--- config.mk ---
export PLATFORM = sky130hd
export DESIGN_NAME = cspc_top
export DESIGN_NICKNAME = d
export VERILOG_FILES = /design/src/pkg/cspc_pkg.sv /design/src/hdl/cspc_top.sv
export VERILOG_INCLUDE_DIRS = /design/src /design/src/pkg
export SDC_FILE = /design/constraint.sdc
export NUM_CORES = 1
export LEC_CHECK = 0
export BUFFER_PORTS_ARGS = -buffer_cell sky130_fd_sc_hd__buf_2
export CELL_PAD_IN_SITES_DETAIL_PLACEMENT = 0
export CELL_PAD_IN_SITES_GLOBAL_PLACEMENT = 1
export CORE_MARGIN = 2
export CORE_UTILIZATION = 44
export DETAILED_ROUTE_END_ITERATION = 10
export PLACE_DENSITY = 0.83
export SYNTH_ARGS = -nofsm -noshare
export SYNTH_HDL_FRONTEND = slang
export SYNTH_SLANG_ARGS = --single-unit
--- constraint.sdc ---
create_clock -name clk_i -period 3.3 [get_ports clk_i]
set_clock_uncertainty 0.1 [all_clocks]
set_input_delay 0.825 -clock clk_i [delete_from_list [all_inputs] [get_ports clk_i]]
set_output_delay 0.825 -clock clk_i [all_outputs]
set_load 0.02 [all_outputs]
--- src/pkg/cspc_regs.svh ---
`ifndef CSPC_REGS_SVH
`define CSPC_REGS_SVH
// register byte offsets
`define CSPC_CTRL 6'h00
`define CSPC_STAT 6'h04
`define CSPC_DIV0 6'h08
`define CSPC_DIV_STEP 6'h04
`define CSPC_FRAC 6'h18
`define CSPC_FB 6'h1c
`define CSPC_FINE 6'h20
// control fields
`define CSPC_CTRL_RST 0
`define CSPC_CTRL_INTFB 1
`define CSPC_CTRL_FINE 2
`define CSPC_CTRL_RV 3'h1
// divider word fields
`define CSPC_DIV_LSB 0
`define CSPC_HIGH_LSB 8
`define CSPC_TAP_LSB 16
`define CSPC_DLY_LSB 24
`define CSPC_DIV_RV 32'h0000_0102
`define CSPC_FB_RV 32'h0000_0008
// fraction fields
`define CSPC_FRAC_EN 3
`define CSPC_FRAC_RV 4'h0
// timing
`define CSPC_CLK_MHZ 20
`define CSPC_STOP_TIME_NS 1600
`define CSPC_STOP_CYC (`CSPC_STOP_TIME_NS * `CSPC_CLK_MHZ / 1000)
`define CSPC_LOCK_EDGES 16
`define CSPC_TAPS 8
`endif

--- src/pkg/cspc_pkg.sv ---
`default_nettype none
package cspc_pkg;
    // one output or feedback counter setting
    typedef struct packed {
        logic [7:0] dly;
        logic [2:0] tap;
        logic [7:0] high;
        logic [7:0] div;
    } cspc_div_cfg_t;
    // lock acquisition states
    typedef enum logic [1:0] {
        CSPC_ACQ = 2'b00,
        CSPC_LOCK_INDICATION = 2'b01,
        CSPC_LOST = 2'b10
    } cspc_lock_t;
    // clock health as seen by status
    typedef struct packed {
        logic fb_stop;
        logic in_stop;
    } cspc_stop_t;
endpackage
`default_nettype wire

--- src/hdl/cspc_top.sv ---
`timescale 1ns/1ns
`default_nettype none
`include "cspc_regs.svh"
// Contract
// - eight oscillator phase taps exist and every divider may pick any one of them.
// - after start-up the taps start strictly in phase order, tap 0 first.
// - a divide-by-two on the 180-degree tap lags one on tap 0 by half an oscillator period.
// - dividers support odd integer ratios with high time set by the duty field.
// - a divider delay may span many oscillator periods, e.g. a whole output cycle.
// - all dividers share the integer features and only the primary one does fractional division.
// - the reference select drives the input mux directly with no synchroniser.
// - stopped flags rise when the reference or feedback clock disappears.
// - lock drops whenever the reference or feedback clock is lost.
// - the input stopped flag clears when the clock returns, and lock returns only after a reset.
// - in deskew mode the feedback counter setting sets the input to output phase.
// - an internal feedback mode exists that keeps no fixed input to output phase.
// - the fine phase shift always starts at zero and cannot be preset.
module cspc_top import cspc_pkg::*; #(
    parameter int unsigned STOP_CYC = `CSPC_STOP_CYC,
    parameter int unsigned LOCK_EDGES = `CSPC_LOCK_EDGES
) (
    // clock and reset
    input wire logic clk_i,
    input wire logic rstn_i,
    // avalon-mm slave
    input wire logic [5:0] avs_address_i,
    input wire logic avs_read_i,
    input wire logic avs_write_i,
    input wire logic [31:0] avs_writedata_i,
    output logic [31:0] avs_readdata_o,
    output logic avs_waitrequest_o,
    // reference and feedback pins
    input wire logic reference_clock_input0_i,
    input wire logic reference_clock_input1_i,
    input wire logic ref_clock_select_i,
    input wire logic feedback_clock_in_i,
    // synthesized clocks and status
    output logic [7:0] osc_tap_o,
    output logic [3:0] output_divider_clk_o,
    output logic feedback_clock_out_o,
    output logic lock_indication_o,
    output logic input_clock_stopped_flag_o,
    output logic feedback_clock_stopped_flag_o
);
    if (STOP_CYC < 2 || STOP_CYC > 65535 || LOCK_EDGES < 1 || LOCK_EDGES > 65535) begin : g_chk
        $error("cspc_top: unsupported STOP_CYC or LOCK_EDGES");
    end

    // decode a divider word into its fields
    function automatic cspc_div_cfg_t cfg_of(input logic [31:0] w);
        cfg_of = '{dly: w[`CSPC_DLY_LSB +: 8], tap: w[`CSPC_TAP_LSB +: 3],
                   high: w[`CSPC_HIGH_LSB +: 8], div: w[`CSPC_DIV_LSB +: 8]};
    endfunction
    // byte offset of counter n, index 4 being the feedback counter
    function automatic logic [5:0] div_addr(input int n);
        div_addr = (n == 4) ? `CSPC_FB : 6'(`CSPC_DIV0 + n * `CSPC_DIV_STEP);
    endfunction

    logic wait_r;
    logic [31:0] rdata_r;
    logic [2:0] ctrl_r;
    logic [31:0] div_r [5];
    logic [3:0] frac_r;
    logic [2:0] fine_r;
    logic [2:0] ph_r;
    logic [7:0] started_r;
    logic [7:0] tap_r;
    logic [4:0] dclk_r;
    logic [2:0] sy_r [2];
    logic [1:0] filt_r;
    logic [15:0] scnt_r [2];
    cspc_stop_t stop_r;
    cspc_lock_t lst_r;
    logic [15:0] lcnt_r;
    logic lock_r;

    // bus handshake: one wait cycle, then one cycle with waitrequest low
    wire req = avs_read_i | avs_write_i;
    wire wr_acc = avs_write_i & ~wait_r;
    wire run = ~ctrl_r[`CSPC_CTRL_RST];
    wire fine_en = ctrl_r[`CSPC_CTRL_FINE];
    wire int_fb = ctrl_r[`CSPC_CTRL_INTFB];
    logic [31:0] rd_mux;

    // read mux; unmapped offsets read as zero but are still answered
    always_comb begin
        rd_mux = 32'h0;
        case (avs_address_i)
            `CSPC_CTRL: rd_mux = {29'h0, ctrl_r};
            `CSPC_STAT: rd_mux = {26'h0, lst_r, ref_clock_select_i, stop_r, lock_r};
            `CSPC_FRAC: rd_mux = {28'h0, frac_r};
            `CSPC_FINE: rd_mux = {29'h0, fine_r};
            default: begin
                for (int n = 0; n < 5; n++) begin
                    if (avs_address_i == div_addr(n)) begin
                        rd_mux = div_r[n];
                    end
                end
            end
        endcase
    end

    // waitrequest idles high, so a request is never taken in its first cycle
    always_ff @(posedge clk_i or negedge rstn_i) begin
        if (!rstn_i) begin
            wait_r <= 1'b1;
            rdata_r <= 32'h0;
        end else begin
            wait_r <= ~(req & wait_r);
            if (req & wait_r) begin
                rdata_r <= rd_mux;
            end
        end
    end

    // control and setting registers; unmapped writes are dropped
    always_ff @(posedge clk_i or negedge rstn_i) begin
        if (!rstn_i) begin
            ctrl_r <= `CSPC_CTRL_RV;
            frac_r <= `CSPC_FRAC_RV;
            for (int n = 0; n < 4; n++) begin
                div_r[n] <= `CSPC_DIV_RV;
            end
            div_r[4] <= `CSPC_FB_RV;
        end else if (wr_acc) begin
            if (avs_address_i == `CSPC_CTRL) ctrl_r <= avs_writedata_i[2:0];
            if (avs_address_i == `CSPC_FRAC) frac_r <= avs_writedata_i[3:0];
            for (int n = 0; n < 5; n++) begin
                if (avs_address_i == div_addr(n)) div_r[n] <= avs_writedata_i;
            end
        end
    end

    // fine shift only steps from zero; there is no way to load it
    always_ff @(posedge clk_i or negedge rstn_i) begin
        if (!rstn_i) begin
            fine_r <= 3'h0;
        end else if (!run || !fine_en) begin
            fine_r <= 3'h0;
        end else if (wr_acc && avs_address_i == `CSPC_FINE) begin
            fine_r <= avs_writedata_i[0] ? fine_r + 3'h1 : fine_r - 3'h1;
        end
    end

    // oscillator model: one clk cycle per eighth of a period
    always_ff @(posedge clk_i or negedge rstn_i) begin
        if (!rstn_i) begin
            ph_r <= 3'h0;
            started_r <= 8'h0;
        end else if (!run) begin
            ph_r <= 3'h0;
            started_r <= 8'h0;
        end else begin
            ph_r <= ph_r + 3'h1;
            started_r[ph_r] <= 1'b1;
        end
    end

    // tap k is high for four eighths starting at eighth k, once it has started
    logic [7:0] tap_nxt;
    logic [7:0] tap_rise;
    for (genvar k = 0; k < `CSPC_TAPS; k++) begin : g_tap
        assign tap_rise[k] = run & (ph_r == 3'(k));
        assign tap_nxt[k] = run & (started_r[k] | tap_rise[k]) & (3'(ph_r - 3'(k)) < 3'h4);
    end
    always_ff @(posedge clk_i or negedge rstn_i) begin
        if (!rstn_i) tap_r <= 8'h0;
        else tap_r <= tap_nxt;
    end

    // counters 0..3 drive the outputs, counter 4 the feedback clock
    for (genvar i = 0; i < 5; i++) begin : g_div
        cspc_div_cfg_t cfg;
        logic [7:0] dly_r;
        logic [7:0] cnt_r;
        logic [2:0] acc_r;
        assign cfg = cfg_of(div_r[i]);
        // only the primary counter adds the fine step and the fraction
        wire [2:0] sel = (i == 0 && fine_en) ? 3'(cfg.tap + fine_r) : cfg.tap;
        wire frac_on = (i == 0) & frac_r[`CSPC_FRAC_EN] & ~fine_en;
        wire [3:0] acc_sum = {1'b0, acc_r} + {1'b0, frac_r[2:0]};
        wire [8:0] period = {1'b0, cfg.div} + {8'h0, frac_on & acc_sum[3]};
        wire last = ({1'b0, cnt_r} + 9'h1) >= period;
        wire rise = tap_rise[sel];
        // a zero high count keeps the output low for the whole period
        always_ff @(posedge clk_i or negedge rstn_i) begin
            if (!rstn_i) begin
                dly_r <= 8'h0;
                cnt_r <= 8'h0;
                acc_r <= 3'h0;
                dclk_r[i] <= 1'b0;
            end else if (!run) begin
                dly_r <= cfg.dly;
                cnt_r <= 8'h0;
                acc_r <= 3'h0;
                dclk_r[i] <= 1'b0;
            end else if (rise) begin
                if (dly_r != 8'h0) begin
                    dly_r <= dly_r - 8'h1;
                end else begin
                    dclk_r[i] <= cnt_r < cfg.high;
                    cnt_r <= last ? 8'h0 : cnt_r + 8'h1;
                    if (last && frac_on) acc_r <= acc_sum[2:0];
                end
            end
        end
    end

    // select goes straight to the mux; the muxed clock alone is sampled
    wire ref_mux = ref_clock_select_i ? reference_clock_input1_i : reference_clock_input0_i;
    // internal feedback ignores the pin, so no phase tie to the input is kept
    wire fb_src = int_fb ? dclk_r[4] : feedback_clock_in_i;
    wire [1:0] raw = {fb_src, ref_mux};
    logic [1:0] edge_seen;
    for (genvar c = 0; c < 2; c++) begin : g_mon
        wire agree = sy_r[c][1] == sy_r[c][2];
        assign edge_seen[c] = agree & sy_r[c][2] & ~filt_r[c];
        always_ff @(posedge clk_i or negedge rstn_i) begin
            if (!rstn_i) begin
                sy_r[c] <= 3'h0;
                filt_r[c] <= 1'b0;
                scnt_r[c] <= 16'h0;
            end else begin
                sy_r[c] <= {sy_r[c][1:0], raw[c]};
                if (agree) filt_r[c] <= sy_r[c][2];
                // an edge restarts the watchdog and so clears the flag
                if (edge_seen[c]) scnt_r[c] <= 16'h0;
                else if (scnt_r[c] != 16'(STOP_CYC)) scnt_r[c] <= scnt_r[c] + 16'h1;
            end
        end
    end

    // lock: a run of reference edges with both clocks alive; loss sticks until reset
    cspc_lock_t lst_nxt;
    always_comb begin
        lst_nxt = lst_r;
        case (lst_r)
            CSPC_ACQ: if (lcnt_r == 16'(LOCK_EDGES)) lst_nxt = CSPC_LOCK_INDICATION;
            CSPC_LOCK_INDICATION: if (stop_r.in_stop | stop_r.fb_stop) lst_nxt = CSPC_LOST;
            CSPC_LOST: lst_nxt = CSPC_LOST;
            default: lst_nxt = CSPC_ACQ;
        endcase
        if (!run) lst_nxt = CSPC_ACQ;
    end
    // flags are registered first so lock never reacts to a single unfiltered sample
    always_ff @(posedge clk_i or negedge rstn_i) begin
        if (!rstn_i) begin
            stop_r <= '0;
            lst_r <= CSPC_ACQ;
            lcnt_r <= 16'h0;
            lock_r <= 1'b0;
        end else begin
            stop_r.in_stop <= scnt_r[0] == 16'(STOP_CYC);
            stop_r.fb_stop <= scnt_r[1] == 16'(STOP_CYC);
            lst_r <= lst_nxt;
            lock_r <= lst_nxt == CSPC_LOCK_INDICATION;
            if (!run || lst_r != CSPC_ACQ || stop_r != '0) lcnt_r <= 16'h0;
            else if (edge_seen[0] && lcnt_r != 16'(LOCK_EDGES)) lcnt_r <= lcnt_r + 16'h1;
        end
    end

    // every output comes straight from a flop
    assign avs_waitrequest_o = wait_r;
    assign avs_readdata_o = rdata_r;
    assign osc_tap_o = tap_r;
    assign output_divider_clk_o = dclk_r[3:0];
    assign feedback_clock_out_o = dclk_r[4];
    assign lock_indication_o = lock_r;
    assign input_clock_stopped_flag_o = stop_r.in_stop;
    assign feedback_clock_stopped_flag_o = stop_r.fb_stop;
endmodule // cspc_top
`default_nettype wire

* Word level (Yosys, flattened, before mapping)
Cells that the tools add are included.
Word-level totals: register bits 371, output and inout port bits 49, bits of input ports 46, word-level logic and storage cells 317
Operators by class: order comparisons 25, eq/ne operators 31, add/sub/neg operators 31, muxes and demuxes 90, bitwise operators 49, reductions and logical operators 51
Operator list (count):
- 8-bit 2-to-1 mux | 36
- 32-bit 2-to-1 mux | 5
- 32-bit one-hot mux with 4 select lines | 1
- 16-bit 2-to-1 mux | 6
- 16-bit by 1-bit adder with 16-bit output, second input constant | 3
- 8-bit by 1-bit adder with 9-bit output, second input constant | 5
- 8-bit by 1-bit adder with 8-bit output, second input constant | 5
- 8-bit < comparator | 5
- 8-bit nonzero test | 5
- 8-bit by 1-bit subtractor with 8-bit output, second input constant | 5
- 9-bit by 8-bit >= comparator with 1-bit output | 4
- 2-bit AND reduction | 17
- 2-bit nonzero test | 17
- 1-bit bitwise AND | 32
- 16-bit by 6-bit equality test with 1-bit output, second input constant | 2
- 16-bit by 6-bit != test with 1-bit output, second input constant | 2
- 3-bit 2-to-1 mux | 9
- 6-bit by 5-bit equality test with 1-bit output, second input constant | 4
- 3-bit < comparator, second input constant | 8
- 3-bit by 4-bit < comparator with 1-bit output, second input constant | 6
- 1-bit 2-to-1 mux | 23
- 16-bit by 5-bit equality test with 1-bit output, second input constant | 1
- 16-bit by 5-bit != test with 1-bit output, second input constant | 1
- 1-bit binary-select mux with 3-bit select | 5
- 32 further kinds | 70

* Depth between registers and ports, before layout
word-level depth 10, depth in mapped cells 16, mapped depth without buffers 15

* Worst setup path before layout
No wires, ideal clock.
kind flip-flop to flip-flop, from reg frac_r[1], to reg g_div[0].cnt_r[5], buffers on the path 1, arrival time 3269 ps, library setup time 126 ps, period minus slack after synthesis 3495 ps, data required time 3074 ps, stages on the path, launching flop included 17, slack -195 ps, cell sequence dfrtp_1 -> ha_1 -> a21o_1 -> a21oi_1 -> nor2_1 -> ha_1 -> ha_1 -> nand3_1 -> nor2_1 -> xnor2_1 -> ha_1 -> nand2_1 -> o41ai_1 -> a2bb2oi_1 -> clkbuf_1 -> nor2_1 -> a221o_1
On the way: longest elaborated chain between the ends 8
RTL lines:
- start, declared | RTL line cspc_top.sv:63 | logic [3:0] frac_r;
- start signal, assigned | RTL line cspc_top.sv:120 | frac_r <= `CSPC_FRAC_RV;
- start signal, assigned | RTL line cspc_top.sv:127 | if (avs_address_i == `CSPC_FRAC) frac_r <= avs_writedata_i[3:0];
- 3-bit by 3-bit adder with 4-bit output | RTL line cspc_top.sv:181 | wire [3:0] acc_sum = {1'b0, acc_r} + {1'b0, frac_r[2:0]};
- 1-bit bitwise AND | RTL line cspc_top.sv:182 | wire [8:0] period = {1'b0, cfg.div} + {8'h0, frac_on & acc_sum[3]};
- 8-bit by 1-bit adder with 9-bit output | RTL line cspc_top.sv:182
- 9-bit >= comparator | RTL line cspc_top.sv:183 | wire last = ({1'b0, cnt_r} + 9'h1) >= period;
- 8-bit 2-to-1 mux | RTL line cspc_top.sv:202 | cnt_r <= last ? 8'h0 : cnt_r + 8'h1;
- 8-bit 2-to-1 mux | RTL line cspc_top.sv:198 | if (dly_r != 8'h0) begin
- 8-bit 2-to-1 mux | RTL line cspc_top.sv:197 | end else if (rise) begin
- 8-bit 2-to-1 mux | RTL line cspc_top.sv:192 | end else if (!run) begin
- end signal, assigned | RTL line cspc_top.sv:202
- end, declared | RTL line cspc_top.sv:175 | logic [7:0] cnt_r;
Every way passes these cells. The select of a mux whose other input is x is not followed. A chain may end at the register's enable or synchronous reset.

* Worst setup path in the final report
from reg g_div[0].acc_r[1], to reg g_div[0].cnt_r[7]
On the way: longest elaborated chain between the ends 8
RTL lines:
- start, declared | RTL line cspc_top.sv:176 | logic [2:0] acc_r;
- start signal, assigned | RTL line cspc_top.sv:203 | if (last && frac_on) acc_r <= acc_sum[2:0];
- 3-bit by 3-bit adder with 4-bit output | RTL line cspc_top.sv:181
- 1-bit bitwise AND | RTL line cspc_top.sv:182
- 8-bit by 1-bit adder with 9-bit output | RTL line cspc_top.sv:182
- 9-bit >= comparator | RTL line cspc_top.sv:183
- 8-bit 2-to-1 mux | RTL line cspc_top.sv:202
- 8-bit 2-to-1 mux | RTL line cspc_top.sv:198
- 8-bit 2-to-1 mux | RTL line cspc_top.sv:197
- 8-bit 2-to-1 mux | RTL line cspc_top.sv:192
Every way passes these cells. The select of a mux whose other input is x is not followed.

==> metrics.yaml <==
status: "finished, violations left"
violations: "negative setup slack"
grt_overflow_total: 0
synthArstFlopShare_pct: 100.0
antenna_found_initial: 2
post-place-ws_ns: -0.1829
finalSetupViolations: 11
synth_xor_area_share_pct: 3.213
p_sw_share_pct: 30.35
ys_seq_area_share_pct: 46.09
muxShareOfSynthArea_pct: 9.279
drt-initial-drc-count: 1162
hold_buffers: 0
rsz0062_at_grt: "true"
reg2regPathDepth: 16
portBuffers: 94
worst_slew_pin_slew_ns: 1.133
vias_per_cell: 5.748
fin_crit_sh_pct: 104.9
ios: 95
p_int_w: 0.008846
fin_nets: 2314
grt_pass1_vias: 15910
cts_buffers: 42
pwr_density_cell_mw_per_mm2: 545.7
layout.cells.non_filler: 2782
syn_area_mm2: 0.02017
crit_type: "flop to flop"
die_w_um: 218.1
synth_top_family_by_area: "simple AND/OR/NAND/NOR gates"
ir_drop_uv: 357.9
p_seq_share_pct: 42.2
setup_tns_ns: -1.472
worst_slack_ns: -0.1608
place_congestion: 0.8546
clock.fmax_mhz: 288.9
fin_crit_ns: 3.461
yosys_most_used_dff: "dfrtp_1"
hp-class: "primary input to asynchronous set/reset pin"
die_area_mm2: 0.04758
timing.rr.end: "g_div[0].cnt_r[7]"
yosysUniqueCellTypes: 77
power.leakage_nw: 11.10
placed_cells: 2700
dieHeight_um: 218.1
grt_max_degree: 75
grtUsageTotal_pct: 23.91
synth-edff-count: 0
share_comb_of_total_power_pct: 19.5
cp-start-kind: "flop"
path_clk_slew_ns: 0.06
hold_viol_final: 0
cts.sinks: 371
tritoncts: "built"
synth_seq_cells: 371
drt-total-wl_mm: 56.30
ys_warn_count: 0
fin_hold_ws_ns: 0.08392
dp_hpwl_mm: 40.23
total_power_w: 0.01270
reg2reg_slack_ns: -0.16
relSlewSlack_pct: 24.31
syn_to_final_growth_pct: 15.38
syn_area_per_cell_um2: 9.933
cts_buffer_depth: 3
worst_ep_arrival_time_ns: 3.79
vias: 15990
final_common_cell: "dfrtp_1"
reg2reg_from: "g_div[0].acc_r[1]"
clk_latency_ns: 0.57
synthAdderAreaFrac_pct: 7.430
synth-compound-area-share_pct: 14.21
drc_errors: 0
pwr-share-clk_pct: 38.2
cp_data_required_time_ns: 3.63
drv_slew: 0
cts-root-buf: "clkbuf_16"
htreeDepth: 2
drt-pass1-iter-count: 7
synthSimpleGateAreaFrac_pct: 15.92
p_switching_w: 0.003855
cap_viol_max_count: 0
grt_pass1_wl_mm: 89.11
syn_inst: 2031
layout_common_cells: "dfrtp_1, nand2_1, o21ai_0"
drive_above_1_share_pct: 19.62
ant_nets: 0
start_util_pct: 44.55
core_area_mm2: 0.04528
cp-end-kind: "flop"
critPathLaunch: "g_div[0].acc_r[1]"
syn-num-nets: 2195
crit_end: "g_div[0].cnt_r[7]"
std_cell_rows: 78
routedWlPerCell_um: 20.24
cp_max_fo: 7
==> stage by stage <==
stage / area [µm²] / utilization (%)
2_1_floorplan: 20200 / -
3_5_place_dp: 21670 / 47.86
5_1_grt: 23280 / 51.40
4_1_cts: 23180 / 51.19
3_3_place_gp: 21670 / 47.86
6_report: 23280 / 51.40
==> state kept, by name, indices dropped and copies added, names as in the netlist, 4 cells and up <==
signal,count
avs_readdata_o,32
div_r,160
frac_r,4
g_div.cnt_r,40
g_div.dly_r,40
lcnt_r,16
osc_tap_o,8
output_divider_clk_o,4
scnt_r,32
started_r,8
sy_r,6
==> cell usage after synthesis (6+ instances only) <==
library cell	number	area [µm²]
dfrtp_1	360	9009
nand2_1	221	829.6
o21ai_0	152	760.7
nor2_1	151	566.8
mux2_2	135	1520
inv_1	119	446.7
ha_1	115	1439
clkbuf_1	63	236.5
nand3_1	62	310.3
a21oi_1	56	280.3
xor2_1	40	350.3
nor2b_1	34	212.7
xnor2_1	34	297.8
nor3_1	30	150.1
a21o_1	28	210.2
nand2b_1	27	168.9
nand4_1	26	162.7
o211ai_1	24	180.2
o31ai_1	24	180.2
and3_1	22	137.6
a221oi_1	21	183.9
o22ai_1	20	125.1
mux2i_1	18	180.2
a211oi_1	15	112.6
buf_1	15	56.30
nor4_1	15	93.84
or3_1	15	93.84
a22oi_1	12	90.09
or2_2	12	75.07
dfstp_2	11	289.0
a221o_1	9	90.09
a31oi_1	9	56.30
and2_1	9	56.30
o2111ai_1	9	78.83
a211o_1	8	70.07
and4_1	8	70.07
buf_2	8	40.04
mux4_2	7	157.7
a311o_1	6	60.06
or3b_2	6	52.55
==> power by group through the flow <==
stage | registers [W] | clock network [W] | logic (W)
2_1_floorplan | 0.00534 | 0 | 0.00163
3_3_place_gp | 0.00541 | 0 | 0.00236
3_5_place_dp | 0.00543 | 0 | 0.00242
4_1_cts | 0.00536 | 0.00494 | 0.00245
5_1_grt | 0.00542 | 0.00513 | 0.00276
6_report | 0.00536 | 0.00486 | 0.00248
==> worst min path at each step <==
| stage | end | cells after the start | start |
|---|---|---|---|
| 2_1_floorplan | sy_r[1] | 0 | sy_r[0] |
| 3_3_place_gp | sy_r[1] | 0 | sy_r[0] |
| 3_5_place_dp | sy_r[4] | 0 | sy_r[3] |
| 4_1_cts | lcnt_r[9] | 1 | rstn_i |
| 5_1_grt | lcnt_r[10] | 1 | rstn_i |
| 6_report | lcnt_r[10] | 1 | rstn_i |
==> per-layer routing <==
metal  part of all wire [%]  GRT usage (%)
met2                     46          38.07
met5                  0.020              0
met3                    5.6          3.479
met4                    4.0          9.796
met1                     44          32.78
==> what timing repair did <==
item	in CTS	in global routing
endpoints found under the setup margin	11	13
buffers inserted	2	4
resized for setup	14	10
pin swaps	6	2
==> worst max-delay path, cell delays in order, from the launching register on <==
cell and delay, ns:
dfrtp_1 0.41, ha_4 0.28, a21o_1 0.12, a21oi_2 0.05
nor2_1 0.10, ha_2 0.23, ha_4 0.16, nand3_4 0.10
buf_6 0.15, xor2_2 0.14, ha_1 0.33, nand2_2 0.08
o41ai_4 0.39, a2bb2oi_4 0.24, buf_6 0.16, nor2_1 0.05
mux2_4 0.26
==> final cells by class <==
type	count	area [µm²]
inverters	119	446.7
flip-flops and latches	371	9301
repair buffers	161	1095
clock buffers	61	1244
multi-input cells	1455	10260
diodes	1	2.502
well taps	600	750.7
fillers	4140	22010
clock inverters	14	178.9
==> logic make-up after synthesis <==
| group | Yosys count |
|---|---|
| AO/OA/AOI/OAI | 437 |
| XOR/XNOR | 74 |
| adder cells (fa/ha/maj) | 118 |
| buffers and inverters | 205 |
| flip-flops | 371 |
| multiplexers | 161 |
| AND/OR/NAND/NOR | 665 |
(Power assumes the default switching activity.)
